--- src/inc/pwmtb_pkg.sv ---
/*
 * Constants for the PWM master time base configuration block.
 * Assumes a single 100 MHz clock and a plain register port.
 */
// Overview of operation
// - Sync source code 000 selects routed input.
// - Trigger on every (postscale+1)th compare match.
// - Prescaler codes divide input clock 1 to 64.
// - Period register resets to 0xFFF8.
// - Divider register upper bits read zero.
// - Module enable bit runs the prescaler, counter, matches, sync and trigger.
// - External sync restarts counter only when enabled.
// - Compare match when counter equals compare value.
package pwmtb_pkg;
	// Register indices on the plain port.
	localparam logic [2:0]  ADDR_CONTROL   = 3'h0;
	localparam logic [2:0]  ADDR_DIVIDER   = 3'h1;
	localparam logic [2:0]  ADDR_PERIOD    = 3'h2;
	localparam logic [2:0]  ADDR_COMPARE   = 3'h3;
	localparam logic [2:0]  ADDR_COUNTER   = 3'h4;
	localparam logic [2:0]  ADDR_IRQ_STAT  = 3'h5;
	localparam logic [2:0]  ADDR_IRQ_MASK  = 3'h6;
	// Control register field positions.
	localparam int          BIT_ENABLE     = 15;
	localparam int          BIT_SYNC_EN    = 7;
	localparam int          SRC_LSB        = 4;
	localparam int          PS_LSB         = 0;
	// Field values and reset values.
	localparam logic [2:0]  SRC_ROUTED     = 3'h0;
	localparam logic [2:0]  DIV_RESERVED   = 3'h7;
	localparam logic [15:0] PERIOD_RESET   = 16'hfff8;
	localparam logic [15:0] ZERO16         = 16'h0000;
	localparam logic [15:0] CTRL_WMASK     = 16'h80ff;
	// Interrupt status bit positions.
	localparam int          IRQ_TRIGGER    = 0;
	localparam int          IRQ_PERIOD     = 1;
	localparam int          IRQ_SYNC       = 2;
endpackage

--- src/rtl/pwmtb_prescaler.sv ---
/*
 * Input clock prescaler producing a one-cycle tick.
 * Assumes the divide code is stable while running.
 */
`timescale 1ns/100ps
module pwmtb_prescaler import pwmtb_pkg::*; #(
	parameter int WIDTH = 6
) (
	// Clock and reset.
	input  wire logic       i_clk,
	input  wire logic       i_resetn,
	// Control.
	input  wire logic       i_run,
	input  wire logic [2:0] i_div,
	// Tick out.
	output logic            o_tick
);
	logic [WIDTH-1:0] count;  // Free divider count.
	logic [WIDTH-1:0] limit;  // Terminal value for the code.

	// Limit is two to the code, minus one; reserved code behaves as divide-by-1.
	always_comb begin
		if (i_div == DIV_RESERVED) begin
			limit = '0;
		end else begin
			limit = WIDTH'((1 << i_div) - 1);
		end
	end

	// The count restarts while stopped so the first tick is a full period.
	always_ff @(posedge i_clk) begin
		if (!i_resetn || !i_run) begin
			count <= '0;
		end else if (count >= limit) begin
			count <= '0;
		end else begin
			count <= count + 1'b1;
		end
	end

	assign o_tick = i_run && (count >= limit);
endmodule

--- src/rtl/pwmtb_postscaler.sv ---
/*
 * Postscaler for the special event trigger.
 * Assumes match pulses last one cycle.
 */
`timescale 1ns/100ps
module pwmtb_postscaler import pwmtb_pkg::*; (
	// Clock and reset.
	input  wire logic       i_clk,
	input  wire logic       i_resetn,
	// Control.
	input  wire logic       i_run,
	input  wire logic [3:0] i_ratio,
	input  wire logic       i_match,
	// Trigger out.
	output logic            o_trigger
);
	logic [3:0] seen;  // Matches seen since the last trigger.

	// Counts matches; it clears when disabled so a new run starts at zero.
	always_ff @(posedge i_clk) begin
		if (!i_resetn || !i_run) begin
			seen <= '0;
		end else if (i_match) begin
			seen <= (seen == i_ratio) ? 4'h0 : seen + 4'h1;
		end
	end

	// The trigger is registered so it is a clean one-cycle pulse.
	always_ff @(posedge i_clk) begin
		if (!i_resetn) begin
			o_trigger <= 1'b0;
		end else begin
			o_trigger <= i_run && i_match && (seen == i_ratio);
		end
	end
endmodule

--- src/rtl/pwmtb_top.sv ---
/*
 * PWM primary master time base: registers, counter, sync and trigger.
 * Assumes the sync input is already routed and synchronous to i_clk.
 */
// Design decisions made here: the register addresses and the strobed register port.
`timescale 1ns/100ps
module pwmtb_top import pwmtb_pkg::*; (
	// Clock and reset.
	input  wire logic        i_clk,
	input  wire logic        i_resetn,
	// Register port.
	input  wire logic [2:0]  i_addr,
	input  wire logic [15:0] i_wdata,
	input  wire logic        i_wr,
	input  wire logic        i_rd,
	output logic [15:0]      o_rdata,
	// Sync input from peripheral pin routing.
	input  wire logic        i_external_sync_input,
	// Time base outputs.
	output logic [15:0]      o_master_time_base_counter,
	output logic             o_period_match,
	output logic             o_compare_match,
	output logic             o_event_trigger,
	output logic             o_irq
);
	logic [15:0] time_base_control;     // Enable, sync and postscale fields.
	logic [2:0]  input_clock_prescale;  // Divider code.
	logic [15:0] master_period_value;   // Period limit.
	logic [15:0] event_compare_value;   // Special event compare value.
	logic [2:0]  irq_status;            // Sticky event bits.
	logic [2:0]  irq_mask;              // Enables for the event bits.
	logic        tick;                  // Prescaled count strobe.
	logic        sync_valid;            // Accepted external sync.
	logic        sync_prev;             // Last sync level for edge finding.
	logic        module_enable_bit;
	logic        external_sync_enable;
	logic [2:0]  sync_source_select;
	logic [3:0]  event_trigger_postscale;

	assign module_enable_bit       = time_base_control[BIT_ENABLE];
	assign external_sync_enable    = time_base_control[BIT_SYNC_EN];
	assign sync_source_select      = time_base_control[SRC_LSB +: 3];
	assign event_trigger_postscale = time_base_control[PS_LSB +: 4];

	// Control register; unimplemented bits are never stored.
	always_ff @(posedge i_clk) begin
		if (!i_resetn) begin
			time_base_control <= ZERO16;
		end else if (i_wr && i_addr == ADDR_CONTROL) begin
			time_base_control <= i_wdata & CTRL_WMASK;
		end
	end

	// Divider code; upper bits of the write are dropped.
	always_ff @(posedge i_clk) begin
		if (!i_resetn) begin
			// Divide-by-1 is the reset default.
			input_clock_prescale <= '0;
		end else if (i_wr && i_addr == ADDR_DIVIDER) begin
			input_clock_prescale <= i_wdata[2:0];
		end
	end

	// Period and compare values; both take effect at once.
	always_ff @(posedge i_clk) begin
		if (!i_resetn) begin
			master_period_value <= PERIOD_RESET;
			event_compare_value <= ZERO16;
		end else if (i_wr) begin
			if (i_addr == ADDR_PERIOD) begin
				master_period_value <= i_wdata;
			end
			if (i_addr == ADDR_COMPARE) begin
				event_compare_value <= i_wdata;
			end
		end
	end

	// Mask register.
	always_ff @(posedge i_clk) begin
		if (!i_resetn) begin
			irq_mask <= 3'h0;
		end else if (i_wr && i_addr == ADDR_IRQ_MASK) begin
			irq_mask <= i_wdata[2:0];
		end
	end

	// Prescaler runs only while the module is enabled.
	pwmtb_prescaler #(.WIDTH(6)) u_prescaler (
		.i_clk    (i_clk),
		.i_resetn (i_resetn),
		.i_run    (module_enable_bit),
		.i_div    (input_clock_prescale),
		.o_tick   (tick)
	);

	// Edge detect on the sync level; only the routed source exists.
	always_ff @(posedge i_clk) begin
		if (!i_resetn) begin
			sync_prev <= 1'b0;
		end else begin
			sync_prev <= i_external_sync_input;
		end
	end

	// Reserved source codes select nothing, so no sync arrives.
	assign sync_valid = module_enable_bit && external_sync_enable
		&& (sync_source_select == SRC_ROUTED)
		&& i_external_sync_input && !sync_prev;

	// Master counter: a sync restarts it at once, otherwise it wraps after the period.
	always_ff @(posedge i_clk) begin
		if (!i_resetn || !module_enable_bit) begin
			o_master_time_base_counter <= ZERO16;
		end else if (sync_valid) begin
			o_master_time_base_counter <= ZERO16;
		end else if (tick) begin
			if (o_master_time_base_counter >= master_period_value) begin
				o_master_time_base_counter <= ZERO16;
			end else begin
				o_master_time_base_counter <= o_master_time_base_counter + 16'h0001;
			end
		end
	end

	// Match strobes fire once, on the tick that leaves the matching count.
	always_ff @(posedge i_clk) begin
		if (!i_resetn) begin
			o_period_match  <= 1'b0;
			o_compare_match <= 1'b0;
		end else begin
			o_period_match  <= module_enable_bit && tick
				&& (o_master_time_base_counter >= master_period_value);
			o_compare_match <= module_enable_bit && tick
				&& (o_master_time_base_counter == event_compare_value);
		end
	end

	pwmtb_postscaler u_postscaler (
		.i_clk     (i_clk),
		.i_resetn  (i_resetn),
		.i_run     (module_enable_bit),
		.i_ratio   (event_trigger_postscale),
		.i_match   (o_compare_match),
		.o_trigger (o_event_trigger)
	);

	// Sticky status; a new event wins over the clear by read.
	always_ff @(posedge i_clk) begin
		if (!i_resetn) begin
			irq_status <= 3'h0;
		end else begin
			irq_status <= ((i_rd && i_addr == ADDR_IRQ_STAT) ? 3'h0 : irq_status)
				| {sync_valid, o_period_match, o_event_trigger};
		end
	end

	assign o_irq = |(irq_status & irq_mask);

	// Read data one cycle after the strobe; unmapped addresses read zero.
	always_ff @(posedge i_clk) begin
		if (!i_resetn || !i_rd) begin
			o_rdata <= ZERO16;
		end else begin
			case (i_addr)
				ADDR_CONTROL:  o_rdata <= time_base_control;
				ADDR_DIVIDER:  o_rdata <= {13'h0000, input_clock_prescale};
				ADDR_PERIOD:   o_rdata <= master_period_value;
				ADDR_COMPARE:  o_rdata <= event_compare_value;
				ADDR_COUNTER:  o_rdata <= o_master_time_base_counter;
				ADDR_IRQ_STAT: o_rdata <= {13'h0000, irq_status};
				ADDR_IRQ_MASK: o_rdata <= {13'h0000, irq_mask};
				default:       o_rdata <= ZERO16;
			endcase
		end
	end

	// Assertions.
	a_period_reset: assert property (@(posedge i_clk) $rose(i_resetn) |-> master_period_value == PERIOD_RESET)
		else $error("period reset value wrong");
	a_div_read: assert property (@(posedge i_clk) disable iff (!i_resetn)
		(i_rd && i_addr == ADDR_DIVIDER) |=> o_rdata[15:3] == 13'h0000)
		else $error("divider upper bits not zero");
	a_disabled_idle: assert property (@(posedge i_clk) disable iff (!i_resetn)
		!module_enable_bit |=> o_master_time_base_counter == ZERO16)
		else $error("counter moves while disabled");
	a_sync_restart: assert property (@(posedge i_clk) disable iff (!i_resetn)
		sync_valid |=> o_master_time_base_counter == ZERO16)
		else $error("sync did not restart counter");
	a_sync_gated: assert property (@(posedge i_clk) disable iff (!i_resetn)
		sync_valid |-> external_sync_enable && sync_source_select == SRC_ROUTED)
		else $error("sync accepted while off");
	a_no_reserved_sync: assert property (@(posedge i_clk) disable iff (!i_resetn)
		(sync_source_select != SRC_ROUTED) |-> !sync_valid)
		else $error("reserved source gave sync");
	a_count_bound: assert property (@(posedge i_clk) disable iff (!i_resetn)
		(module_enable_bit && tick && o_master_time_base_counter >= master_period_value && !sync_valid)
		|=> o_master_time_base_counter == ZERO16)
		else $error("counter did not wrap");
	a_compare_cause: assert property (@(posedge i_clk) disable iff (!i_resetn)
		o_compare_match |-> $past(o_master_time_base_counter) == $past(event_compare_value))
		else $error("compare match without equality");
	a_trigger_cause: assert property (@(posedge i_clk) disable iff (!i_resetn)
		o_event_trigger |-> $past(o_compare_match))
		else $error("trigger without match");
	a_tick_div1: assert property (@(posedge i_clk) disable iff (!i_resetn)
		(module_enable_bit && input_clock_prescale == 3'h0) |-> tick)
		else $error("divide-by-1 missed tick");
	c_trigger: cover property (@(posedge i_clk) o_event_trigger);
	c_sync: cover property (@(posedge i_clk) sync_valid);
	c_period: cover property (@(posedge i_clk) o_period_match);
	c_irq: cover property (@(posedge i_clk) o_irq);
endmodule

--- config.mk ---
export PLATFORM = sky130hd
export DESIGN_NAME = pwmtb_top
export DESIGN_NICKNAME = d
export VERILOG_FILES = /design/src/inc/pwmtb_pkg.sv /design/src/rtl/pwmtb_prescaler.sv /design/src/rtl/pwmtb_postscaler.sv /design/src/rtl/pwmtb_top.sv
export SDC_FILE = /design/constraint.sdc
export NUM_CORES = 1
export LEC_CHECK = 0
export BUFFER_PORTS_ARGS = -buffer_cell sky130_fd_sc_hd__buf_2
export CAP_MARGIN = 20
export CORE_ASPECT_RATIO = 0.8
export CORE_MARGIN = 2
export CORE_UTILIZATION = 35
export DETAILED_ROUTE_END_ITERATION = 7
export PLACE_DENSITY = 0.63
export SLEW_MARGIN = 20
export SYNTH_ARGS = -nofsm -noshare
export SYNTH_HDL_FRONTEND = slang
export SYNTH_SLANG_ARGS = --single-unit
--- constraint.sdc ---
create_clock -name i_clk -period 3.3 [get_ports i_clk]
set_input_delay 0.825 -clock i_clk [delete_from_list [all_inputs] [get_ports i_clk]]
set_output_delay 0.825 -clock i_clk [all_outputs]
set_load 0.005 [all_outputs]
* Word level (Yosys, flattened, before mapping) *
Cells that the tools add are included.

operators by class
  add/subtract/negate cells = 4
  magnitude comparators = 2
  eq/ne operators = 9
  shifts and indexed selects = 1
  mux-type cells = 5
  bitwise logic cells = 2
  reduce and logical (&&, ||, !) cells = 27

operators by type and width
  cell                     number
  $pmux W16 S7             1
  $add A16 B1 Y16 const B  1
  $eq A16 B16 Y1           1
  $ge A16 B16 Y1           1
  $mux W16                 1
  $logic_and A1 B1 Y1      14
  $eq A3 B3 Y1 const B     4
  $add A6 B1 Y6 const B    1
  $eq A3 B2 Y1 const B     2
  $ge A6 B6 Y1             1
  $logic_not A3 Y1         2
  $mux W6                  1
  $shl A1 B3 Y6 const A    1
  $sub A6 B2 Y6 const B    1
  $add A4 B1 Y4 const B    1
  $eq A4 B4 Y1             1
  $logic_not A1 Y1         4
  $mux W4                  1
  $reduce_and A2 Y1        2
  $reduce_or A2 Y1         2
  $and A3 B3 Y3            1
  $eq A3 B1 Y1 const B     1
  $mux W3                  1
  $or A3 B3 Y3             1
  2 further kinds          3

word-level totals
  bits in registers = 96
  bits of input ports = 24
  output and inout bits = 36

* Longest topological paths before layout *
Gate-level depths: netlist of run 1.

  depth after elaboration = 7
  mapped depth = 10
  depth with buffers taken out = 8

* Modules after synthesis *
A second synthesis of run 1 with hierarchy kept.

unflattened totals
  cell total of the unflattened synthesis = 590
  area, all modules = 5138.7 um2

by module, submodules not included
  module            times used  cells an instance  area each (um2)
  pwmtb_top         1           499                4370.4
  pwmtb_prescaler   1           62                 486.7
  pwmtb_postscaler  1           29                 281.5

* Worst setup path after synthesis of run 1 *
No wires, ideal clock.

  path type = flip-flop to flip-flop
  from = reg input_clock_prescale[2]
  to = reg o_master_time_base_counter[2]
  library setup time = 0.086 ns
  arrival = 2.441 ns
  required time = 3.214 ns
  slack = 0.774 ns
  cell stages (with the launch flop) = 11
  period minus slack after synthesis = 2.526 ns
  cells stage by stage = dfxtp_1 clkbuf_1 or3_1 and2_1 ha_1 nand2b_1 a21oi_1 o31a_1 clkbuf_1 or3_1 a211oi_1

between the ends
  word-level cells in the longest chain between the ends = 5

ends and longest elaborated chain
  element                   line                   source
  start: declaration        pwmtb_top.sv:27        logic [2:0] input_clock_prescale;
  start signal: assignment  pwmtb_top.sv:60        input_clock_prescale <= i_wdata[2:0];
  $shl A1 B3 Y6             pwmtb_prescaler.sv:26  limit = WIDTH'((1 << i_div) - 1);
  $sub A6 B2 Y6             pwmtb_prescaler.sv:26
  $mux W6 (*)               pwmtb_prescaler.sv:23  if (i_div == DIV_RESERVED) begin
  $ge A6 B6 Y1 (*)          pwmtb_prescaler.sv:41  assign o_tick = i_run && (count >= limit);
  $logic_and A1 B1 Y1 (*)   pwmtb_prescaler.sv:41
  end signal: assignment    pwmtb_top.sv:121       o_master_time_base_counter <= o_master_time_base_counter + 16'h0001;
  end: declaration          pwmtb_top.sv:20        output logic [15:0] o_master_time_base_counter,

Every way passes the cells marked *; elsewhere a longest branch is shown, timed or not.
A chain may end at the register's enable or synchronous reset.

* Worst setup path in the final report of run 1 *
  from = reg input_clock_prescale[2]
  to = reg o_master_time_base_counter[8]

Same word-level chain as after synthesis.

==> results of run 1 <==
## area by class of cell
class                      count  area, µm²  area share
inverter                      23       86.3      0.0151
timing repair buffer          72        393      0.0687
clock buffer                  12        256      0.0449
multi-input combinational    431       2770       0.484
clock inverter                 3       65.1      0.0114
tap                          180        225      0.0394
sequential                    96       1920       0.336
## placed cells by master, fill, tap and decap left out, drive strengths merged, types with 2 or more instances in the layout
cell type	netlist	layout
a211oi	15	15
a21boi	28	28
a21oi	22	22
a22oi	9	9
a31oi	8	8
and2	5	5
and4	2	2
buf	7	72
bufinv	0	2
clkbuf	28	12
dfxtp	96	96
ha	25	25
inv	23	23
mux2	7	7
mux2i	17	17
nand2	95	95
nand2b	4	4
nand3	15	15
nand3b	3	3
nand4	9	9
nor2	47	47
nor2b	15	15
nor3	5	5
nor4	4	4
o211ai	13	13
o21ai	14	14
o31ai	5	5
or2	3	3
or3	13	13
or4	7	7
xnor2	7	7
xor2	22	22
## flip-flops by register name (all words and copies together), names as in the netlist
signal                      flops
o_rdata                        16
o_compare_match                 1
irq_status                      3
irq_mask                        3
u_prescaler.count               6
o_master_time_base_counter     16
u_postscaler.o_trigger          1
input_clock_prescale            3
master_period_value            16
sync_prev                       1
time_base_control               9
event_compare_value            16
o_period_match                  1
u_postscaler.seen               4
## logic make-up after synthesis
| family | after synthesis |
|---|---|
| fa+ha+maj | 25 |
| compound gates | 123 |
| simple gates | 229 |
| mux | 25 |
| buf+inv | 58 |
| flops | 96 |
| xor+xnor | 29 |
## layer usage
layer | track usage | wire (µm) | up-vias | share of wire
met1 | 0.258 | 6660 | 2088 | 0.50
met3 | 0.0380 | 726 | 29 | 0.054
met5 | 0 | 0 | - | 0
li1 | - | - | 2140 | -
met2 | 0.270 | 5630 | 121 | 0.42
met4 | 0.0744 | 342 | 0 | 0.026
## critical path, cell delays in order (launching register included)
cell	delay [ns]
dfxtp_1	0.40
or3_1	0.39
and2_1	0.16
ha_1	0.26
nand2b_1	0.09
a21oi_1	0.08
o31a_1	0.49
or4_1	0.56
a211oi_1	0.23
## power breakdown
part           internal (mW)  total (mW)  switching (mW)
registers               1.18        1.19          0.0138
logic                 0.0655       0.168           0.102
clock network          0.700        1.14           0.443
## worst max-delay path by stage
stage / start / endpoint / slack (ns) / cells after the start
finish: input_clock_prescale[2]$_SDFFE_PN0P_ / o_master_time_base_counter[8]$_SDFFE_PP0P_ / 0.55 / 8
global route: input_clock_prescale[2]$_SDFFE_PN0P_ / o_master_time_base_counter[8]$_SDFFE_PP0P_ / 0.37 / 8
CTS: input_clock_prescale[2]$_SDFFE_PN0P_ / o_master_time_base_counter[8]$_SDFFE_PP0P_ / 0.57 / 8
detailed placement: input_clock_prescale[2]$_SDFFE_PN0P_ / o_master_time_base_counter[8]$_SDFFE_PP0P_ / 0.59 / 8
global placement: input_clock_prescale[2]$_SDFFE_PN0P_ / o_master_time_base_counter[8]$_SDFFE_PP0P_ / 0.65 / 8
floorplan: input_clock_prescale[2]$_SDFFE_PN0P_ / o_master_time_base_counter[2]$_SDFFE_PP0P_ / 0.77 / 10
==> impl_metrics.yaml, run 1 <==
yosys:
  ys_types: 47
  yosysSeqAreaShare: 0.391
  synthSimpleGateAreaFrac: 0.219
  synth-xor-area-share: 0.0516
  synth.avg_cell_area_um2: 8.41
  synthesis.area_um2: 4920
  synth_edf_count: 0
  synth_compound_area_frac: 0.173
  synth_most_common_cell: "dfxtp_1"
  synthTopCellsByArea: "dfxtp_1 (39%), nand2_1 (7.2%), ha_1 (6.4%)"
  syn_nets: 634
  ys_warn_count: 0
  synth.top_cell.area_share: 0.391
  synthTopCellsByCount: "dfxtp_1 (96), nand2_1 (95), nor2_1 (47)"
  ys.flop_type: "dfxtp_1"
  yosysTopAreaCell: "dfxtp_1"
  syn_inst: 585
  synth_top_family_by_area: "simple AND/OR/NAND/NOR gates"
  ys_async_sr_fraction: 0
  synthMuxAreaShare: 0.0552
  yosys.area_share.adder: 0.0636
  ys_seq_elements: 96
clocking:
  holdBufCountCts: 0
  numCtsBuffers: 9
  path_clk_slew_ns: 0.07
  clock_path_buffers: 2
  cts_resized: 0
  cts_setup_buffers: 0
  htree_num_levels: 3
  root_buffer: "clkbuf_16"
  clkLatencyLatePin_ns: 0.35
  clkSinkCount: 96
  cts_tree: "done"
critical_path:
  worst_r2r_endpoint: "o_master_time_base_counter[8]$_SDFFE_PP0P_"
  reg2reg_depth: 8
  start_kind: "flip-flop"
  cp.arrival_ns: 3.01
  cp-end-kind: "flip-flop"
  cp_max_fo: 17
  r2r_slack_ns: 0.55
  cp.required_ns: 3.57
  crit_type: "flip-flop to flip-flop"
  r2r_start: "input_clock_prescale[2]$_SDFFE_PN0P_"
pwr:
  powerDensity_nw_per_um2: 438
  power.total_mw: 2.50
  ir_drop_mv: 0.247
  power.leakage_nw: 2.35
final_layout:
  fillCellCount: 1364
  diodes: 0
  fin_area_um2: 5720
  nNetsFinal: 682
  synthToLayoutAreaGrowth_pct: 16.2
  fin_util: 0.419
  stdcell_count: 817
  drive_above_1_share: 0.157
sta:
  fin_worst_skew_ns: 0.00800
  finalSetupViolations: 0
  whs_ns: 0.474
  fin_crit_sh: 0.833
  finalSetupTns_ns: 0
  min_period_ns: 2.75
  rsz0062_at_grt: "false"
  max_slew_margin: 0.365
  worst_slack_ns: 0.551
  hold_viol_final: 0
  finalMaxSlewViolations: 0
  worst_slew_pin_slew_ns: 0.945
  fmax_ghz: 0.364
run_status:
  status: "finished clean"
route:
  drt_iter0_markers: 359
  dr.pass1.iters: 5
  drcViolationCount: 0
  routed_wl_mm: 13.4
  vias_per_cell: 5.36
  vias: 4378
  antenna_left: 0
  drt-wirelength-per-cell_um: 16.4
floorplan:
  initial_core_util: 0.361
  die_w_um: 137
  die_area_um2: 15000
  ios: 60
  num_rows: 38
  core_um2: 13600
  die_y_um: 110
place:
  placed_cells: 802
  placed_cell_area_um2: 5400
  hpwl_mm: 9.79
  portBuffers: 59
  place.gp.congestion: 0.878
  post-place-ws_ns: 0.587
global_route:
  grt_overflow_total: 0
  grt_pass1_vias: 4054
  grt_pass1_wl_mm: 21.1
  grt_max_degree: 53
  antenna_found_initial: 0
  grtUsageTotal: 0.183
worst_hold_path:
  hp-start: "u_prescaler.count[0]$_SDFF_PP0_"
  hold_path_end: "u_prescaler.count[0]$_SDFF_PP0_"
  whs_path_depth: 1
  hp-class: "flip-flop to flip-flop"
run:
  cap_violations: 0
Power figures use the tool's default switching activity.
==> run 2: changes to the inputs <==
==> constraint.sdc (replaced) <==
create_clock -name i_clk -period 2.7 [get_ports i_clk]
set_input_delay 0.675 -clock i_clk [delete_from_list [all_inputs] [get_ports i_clk]]
set_output_delay 0.675 -clock i_clk [all_outputs]
set_load 0.005 [all_outputs]
==> run 2 against run 1 <==
Effect of this change: die area is the same; register-to-register slack lost 0.36 ns; utilization grew 0.76 points; sequential share of layout area shrank 0.60 points; non-clock buffer count grew 17; clock-buffer cell count shrank 1; largest power group unchanged; highest routed layer unchanged.
==> impl_metrics.yaml, run 2 (same netlist as run 1, synthesis figures left out) <==
sta:
  min_period_ns: 2.51
  fin_crit_sh: 0.929
  rsz0062_at_grt: "false"
  worst_slack_ns: 0.191
  fin_worst_skew_ns: 0.00760
  finalSetupTns_ns: 0
  finalMaxSlewViolations: 0
  hold_viol_final: 0
  whs_ns: 0.487
  fmax_ghz: 0.398
  worst_slew_pin_slew_ns: 0.893
  finalSetupViolations: 0
  max_slew_margin: 0.402
critical_path:
  cp_max_fo: 10
  path_delay_family: "simple AND/OR/NAND/NOR gates"
  worst_r2r_endpoint: "o_master_time_base_counter[8]$_SDFFE_PP0P_"
  cpPeakStageDelay_ns: 0.51
  cp.arrival_ns: 2.77
  start_kind: "flip-flop"
  crit_path_top_delay_cell: "or4_1"
  r2r_slack_ns: 0.19
  path_cells: "or3_1 > and2_1 > ha_1 > nand2b_1 > a21oi_1 > o31a_2 > or4_1 > a211oi_1"
  cp_num_buf_inv: 0
  cp.required_ns: 2.96
  r2r_start: "input_clock_prescale[0]$_SDFFE_PN0P_"
  reg2reg_depth: 8
  cp-end-kind: "flip-flop"
  crit_type: "flip-flop to flip-flop"
clocking:
  root_buffer: "clkbuf_16"
  clkSinkCount: 96
  clkLatencyLatePin_ns: 0.35
  holdBufCountCts: 0
  htree_num_levels: 3
  path_clk_slew_ns: 0.07
  numCtsBuffers: 9
  cts_tree: "done"
  clock_path_buffers: 2
floorplan:
  initial_core_util: 0.361
  ios: 60
  core_um2: 13600
  die_w_um: 137
  die_y_um: 110
  num_rows: 38
  die_area_um2: 15000
pwr:
  ir_drop_mv: 0.346
  power.leakage_nw: 2.41
  powerDensity_nw_per_um2: 490
global_route:
  grt_pass1_wl_mm: 21.4
  grtUsageTotal: 0.186
  grt_max_degree: 55
  grt_overflow_total: 0
  antenna_found_initial: 0
  grt_pass1_vias: 3992
run:
  cap_violations: 0
run_status:
  status: "finished clean"
place:
  place.gp.congestion: 0.841
  post-place-ws_ns: 0.132
  portBuffers: 59
  hpwl_mm: 10.3
route:
  drcViolationCount: 0
  antenna_left: 0
  vias_per_cell: 5.24
  vias: 4378
  routed_wl_mm: 13.5
  drt-wirelength-per-cell_um: 16.2
  dr.pass1.iters: 6
  drt_iter0_markers: 422
final_layout:
  diodes: 0
  drive_above_1_share: 0.182
  synthToLayoutAreaGrowth_pct: 18.3
  final_cell_mix: "dfxtp_1 (96), nand2_1 (95), buf_2 (59)"
  fillCellCount: 1369
  nNetsFinal: 699
  final_common_cell: "dfxtp_1"
worst_hold_path:
  hp-class: "flip-flop to flip-flop"
  hp-start: "master_period_value[1]$_SDFFE_PN0P_"
  hold_path_end: "master_period_value[1]$_SDFFE_PN0P_"
  whs_path_depth: 2
run 2: cell types whose count changed in the layout (fill, tap and decap cells not counted), sizes merged:
cell	delta
clkinvlp	+3
bufinv	-2
clkinv	+1
clkbuf	-1
buf	+17
run 2: worst max path at each step:
| stage | startpoint | end | slack, ns | cells after the start |
|---|---|---|---|---|
| 3_5_place_dp | input_clock_prescale[0]$_SDFFE_PN0P_ | o_master_time_base_counter[1]$_SDFFE_PP0P_ | 0.13 | 9 |
| 6_report | input_clock_prescale[0]$_SDFFE_PN0P_ | o_master_time_base_counter[8]$_SDFFE_PP0P_ | 0.19 | 8 |
| 2_1_floorplan | input_clock_prescale[2]$_SDFFE_PN0P_ | o_master_time_base_counter[2]$_SDFFE_PP0P_ | 0.17 | 10 |
| 3_3_place_gp | input_clock_prescale[0]$_SDFFE_PN0P_ | o_master_time_base_counter[0]$_SDFFE_PP0P_ | 0.17 | 9 |
| 4_1_cts | input_clock_prescale[0]$_SDFFE_PN0P_ | o_master_time_base_counter[10]$_SDFFE_PP0P_ | 0.11 | 9 |
| 5_1_grt | input_clock_prescale[0]$_SDFFE_PN0P_ | o_master_time_base_counter[8]$_SDFFE_PP0P_ | 0.01 | 8 |
run 2: report_power, final:
| part | switching [mW] | internal, mW |
|---|---|---|
| Clock | 0.540 | 0.646 |
| Sequential | 0.0164 | 1.44 |
| Combinational | 0.126 | 0.0864 |
| Total | 0.682 | 2.17 |
run 2: cell type report:
class / instances / area (µm²) / area share
Inverter: 23 / 86.3 / 0.0148
Tap cell: 180 / 225 / 0.0387
Clock buffer: 11 / 243 / 0.0417
Multi-Input combinational cell: 431 / 2780 / 0.477
Timing Repair Buffer: 89 / 533 / 0.0916
Sequential cell: 96 / 1920 / 0.330
Clock inverter: 5 / 32.5 / 0.00559
run 2: per-stage QoR:
step | util | instances | total power [mW] | cell area [µm²]
finish | 0.427 | 835 | 2.85 | 5820
global route | 0.427 | 835 | 2.97 | 5820
CTS | 0.423 | 831 | 2.88 | 5770
detailed placement | 0.403 | 815 | 1.69 | 5490
global placement | 0.403 | 815 | 1.69 | 5490
floorplan | - | 585 | 1.62 | 4920
run 2: worst register-to-register path, stage by stage (launching register included):
cell and delay [ns]:
dfxtp_1 0.36, or3_1 0.34, and2_1 0.16, ha_1 0.26, nand2b_1 0.09, a21oi_1 0.09, o31a_2 0.38, or4_1 0.52
a211oi_1 0.22
run 2: repair_timing:
item | CTS | global route
setup buffers | 0 | 4
endpoints found under the setup margin | 0 | 16
gates resized for setup | 0 | 2
run 2: metal layers:
| metal | vias up | track usage | share of wire |
|---|---|---|---|
| li1 | 2177 | - | - |
| met1 | 2045 | 0.272 | 0.51 |
| met2 | 147 | 0.267 | 0.41 |
| met3 | 9 | 0.0485 | 0.071 |
| met4 | 0 | 0.0536 | 0.013 |
| met5 | - | 0 | 0 |
==> run 3: changes to the inputs <==
--- a/config.mk
+++ b/config.mk
@@ -12,6 +12,7 @@
 export CORE_UTILIZATION = 35
 export DETAILED_ROUTE_END_ITERATION = 7
 export PLACE_DENSITY = 0.63
+export SETUP_SLACK_MARGIN = 0.2
 export SLEW_MARGIN = 20
 export SYNTH_ARGS = -nofsm -noshare
 export SYNTH_HDL_FRONTEND = slang
==> run 3 against run 2 <==
Effect of this change: via count rose by 3.7%; setup slack improved by 0.019 ns; register-to-register slack improved by 0.02 ns; worst hold slack got worse by 0.017 ns; non-clock buffer count rose by 2; critical path depth did not move; die area did not move; cell area rose by 2.6%; final cell count rose by 0.36%; combinational power rose by 6%; flip-flop and latch count did not move; clock power rose by 16%; largest power group unchanged; highest routed layer unchanged.
==> impl_metrics.yaml, run 3 (same netlist as run 1, synthesis figures left out) <==
run_status:
  status: "finished clean"
route:
  routed_wl_mm: 14.2
  vias: 4538
  top_layer: "met4"
  wl_met1_mm: 6.85
  drt-wirelength-per-cell_um: 16.9
  vias_per_cell: 5.42
  drt_iter0_markers: 387
  wl_met2_mm: 6.17
  antenna_left: 0
  dr.pass1.iters: 5
  drcViolationCount: 0
  dr_wl_met3_mm: 1.01
pwr:
  powerDensity_nw_per_um2: 513
  ir_drop_mv: 0.313
  power.total_mw: 3.06
  power.leakage_nw: 2.47
final_layout:
  synthToLayoutAreaGrowth_pct: 21.4
  nNetsFinal: 702
  final_common_cell: "nand2_1"
  drive_above_1_share: 0.207
  final_cell_mix: "nand2_1 (95), dfxtp_1 (94), buf_2 (59)"
  diodes: 0
  fin_area_um2: 5970
place:
  place.gp.congestion: 0.900
  portBuffers: 59
  hpwl_mm: 10.4
  placed_cell_area_um2: 5500
clocking:
  path_clk_slew_ns: 0.06
  clkSinkCount: 96
  clkLatencyLatePin_ns: 0.35
  cts_tree: "done"
  htree_num_levels: 3
  holdBufCountCts: 0
  root_buffer: "clkbuf_16"
  clock_path_buffers: 2
  numCtsBuffers: 9
global_route:
  grt_pass1_wl_mm: 21.7
  grt_max_degree: 55
  antenna_found_initial: 0
  grt_overflow_total: 0
  grt_pass1_vias: 4075
  grtUsageTotal: 0.190
sta:
  worst_slew_pin_slew_ns: 0.874
  fmax_ghz: 0.402
  finalSetupViolations: 0
  finalSetupTns_ns: 0
  whs_ns: 0.470
  max_slew_margin: 0.415
  finalMaxSlewViolations: 0
  rsz0062_at_grt: "true"
  fin_crit_sh: 0.922
  fin_worst_skew_ns: 0.00578
  min_period_ns: 2.49
  hold_viol_final: 0
floorplan:
  die_w_um: 137
  num_rows: 38
  initial_core_util: 0.361
  core_um2: 13600
  ios: 60
  die_area_um2: 15000
  die_y_um: 110
critical_path:
  cp.required_ns: 2.98
  r2r_slack_ns: 0.21
  cp.arrival_ns: 2.77
  worst_r2r_endpoint: "o_master_time_base_counter[8]$_SDFFE_PP0P_"
  reg2reg_depth: 8
  cp-end-kind: "flip-flop"
  r2r_start: "input_clock_prescale[0]$_SDFFE_PN0P_"
  cp_max_fo: 6
  crit_type: "flip-flop to flip-flop"
  start_kind: "flip-flop"
worst_hold_path:
  whs_path_depth: 1
  hp-class: "flip-flop to flip-flop"
  hold_path_end: "u_prescaler.count[0]$_SDFF_PP0_"
  hp-start: "u_prescaler.count[0]$_SDFF_PP0_"
run:
  cap_violations: 0
[run 3: where the power goes]
part           total [mW]  switching [mW]  internal, mW
combinational       0.225           0.131        0.0943
sequential           1.45          0.0163          1.44
clock                1.38           0.550         0.835
total                3.06           0.697          2.37
[run 3: repair_timing]
item	in CTS	in global routing
resized for setup	7	12
endpoints found under the hold margin	0	0
setup endpoints to repair	12	15
gates cloned	0	1
setup buffers	5	0
pin swaps	2	3
[run 3: final cells by class]
type                    count  area (µm²)
well taps                 180         225
clock inverters             5        80.1
multi-input cells         432        2860
flip-flops and latches     96        1920
clock buffers              11         243
inverters                  23        86.3
repair buffers             91         556
fillers                  1339        7670
[run 3: through the flow]
stage,cells,utilization,worst slack (ns)
finish,838,0.438,0.210
global route,838,0.438,0.150
CTS,837,0.433,0.203
detailed placement,816,0.403,0.140
global placement,816,0.403,0.230
floorplan,585,-,0.215
[run 3: critical path, cell delays in order, from the launching register on]
cell and delay, ns:
dfxtp_2 0.35, or3_1 0.34, and2_1 0.16, ha_1 0.28, nand2b_4 0.13, a21oi_4 0.06, o31a_1 0.33, or4_4 0.54
a211oi_2 0.23
[run 3: worst max path at each step]
| stage | startpoint | cells after the start | to | slack, ns |
|---|---|---|---|---|
| 2_1_floorplan | input_clock_prescale[2]$_SDFFE_PN0P_ | 10 | o_master_time_base_counter[3]$_SDFFE_PP0P_ | 0.21 |
| 3_3_place_gp | input_clock_prescale[0]$_SDFFE_PN0P_ | 8 | o_master_time_base_counter[13]$_SDFFE_PP0P_ | 0.23 |
| 3_5_place_dp | input_clock_prescale[0]$_SDFFE_PN0P_ | 8 | o_master_time_base_counter[9]$_SDFFE_PP0P_ | 0.14 |
| 4_1_cts | input_clock_prescale[0]$_SDFFE_PN0P_ | 9 | o_master_time_base_counter[10]$_SDFFE_PP0P_ | 0.20 |
| 5_1_grt | input_clock_prescale[0]$_SDFFE_PN0P_ | 8 | o_master_time_base_counter[8]$_SDFFE_PP0P_ | 0.15 |
| 6_report | input_clock_prescale[0]$_SDFFE_PN0P_ | 8 | o_master_time_base_counter[8]$_SDFFE_PP0P_ | 0.21 |
[run 3: routing by layer]
layer / global-route usage / up-vias
met1: 0.282 / 2182
met5: 0 / -
met3: 0.0498 / 12
met4: 0.0461 / 0
met2: 0.271 / 161
li1: - / 2183
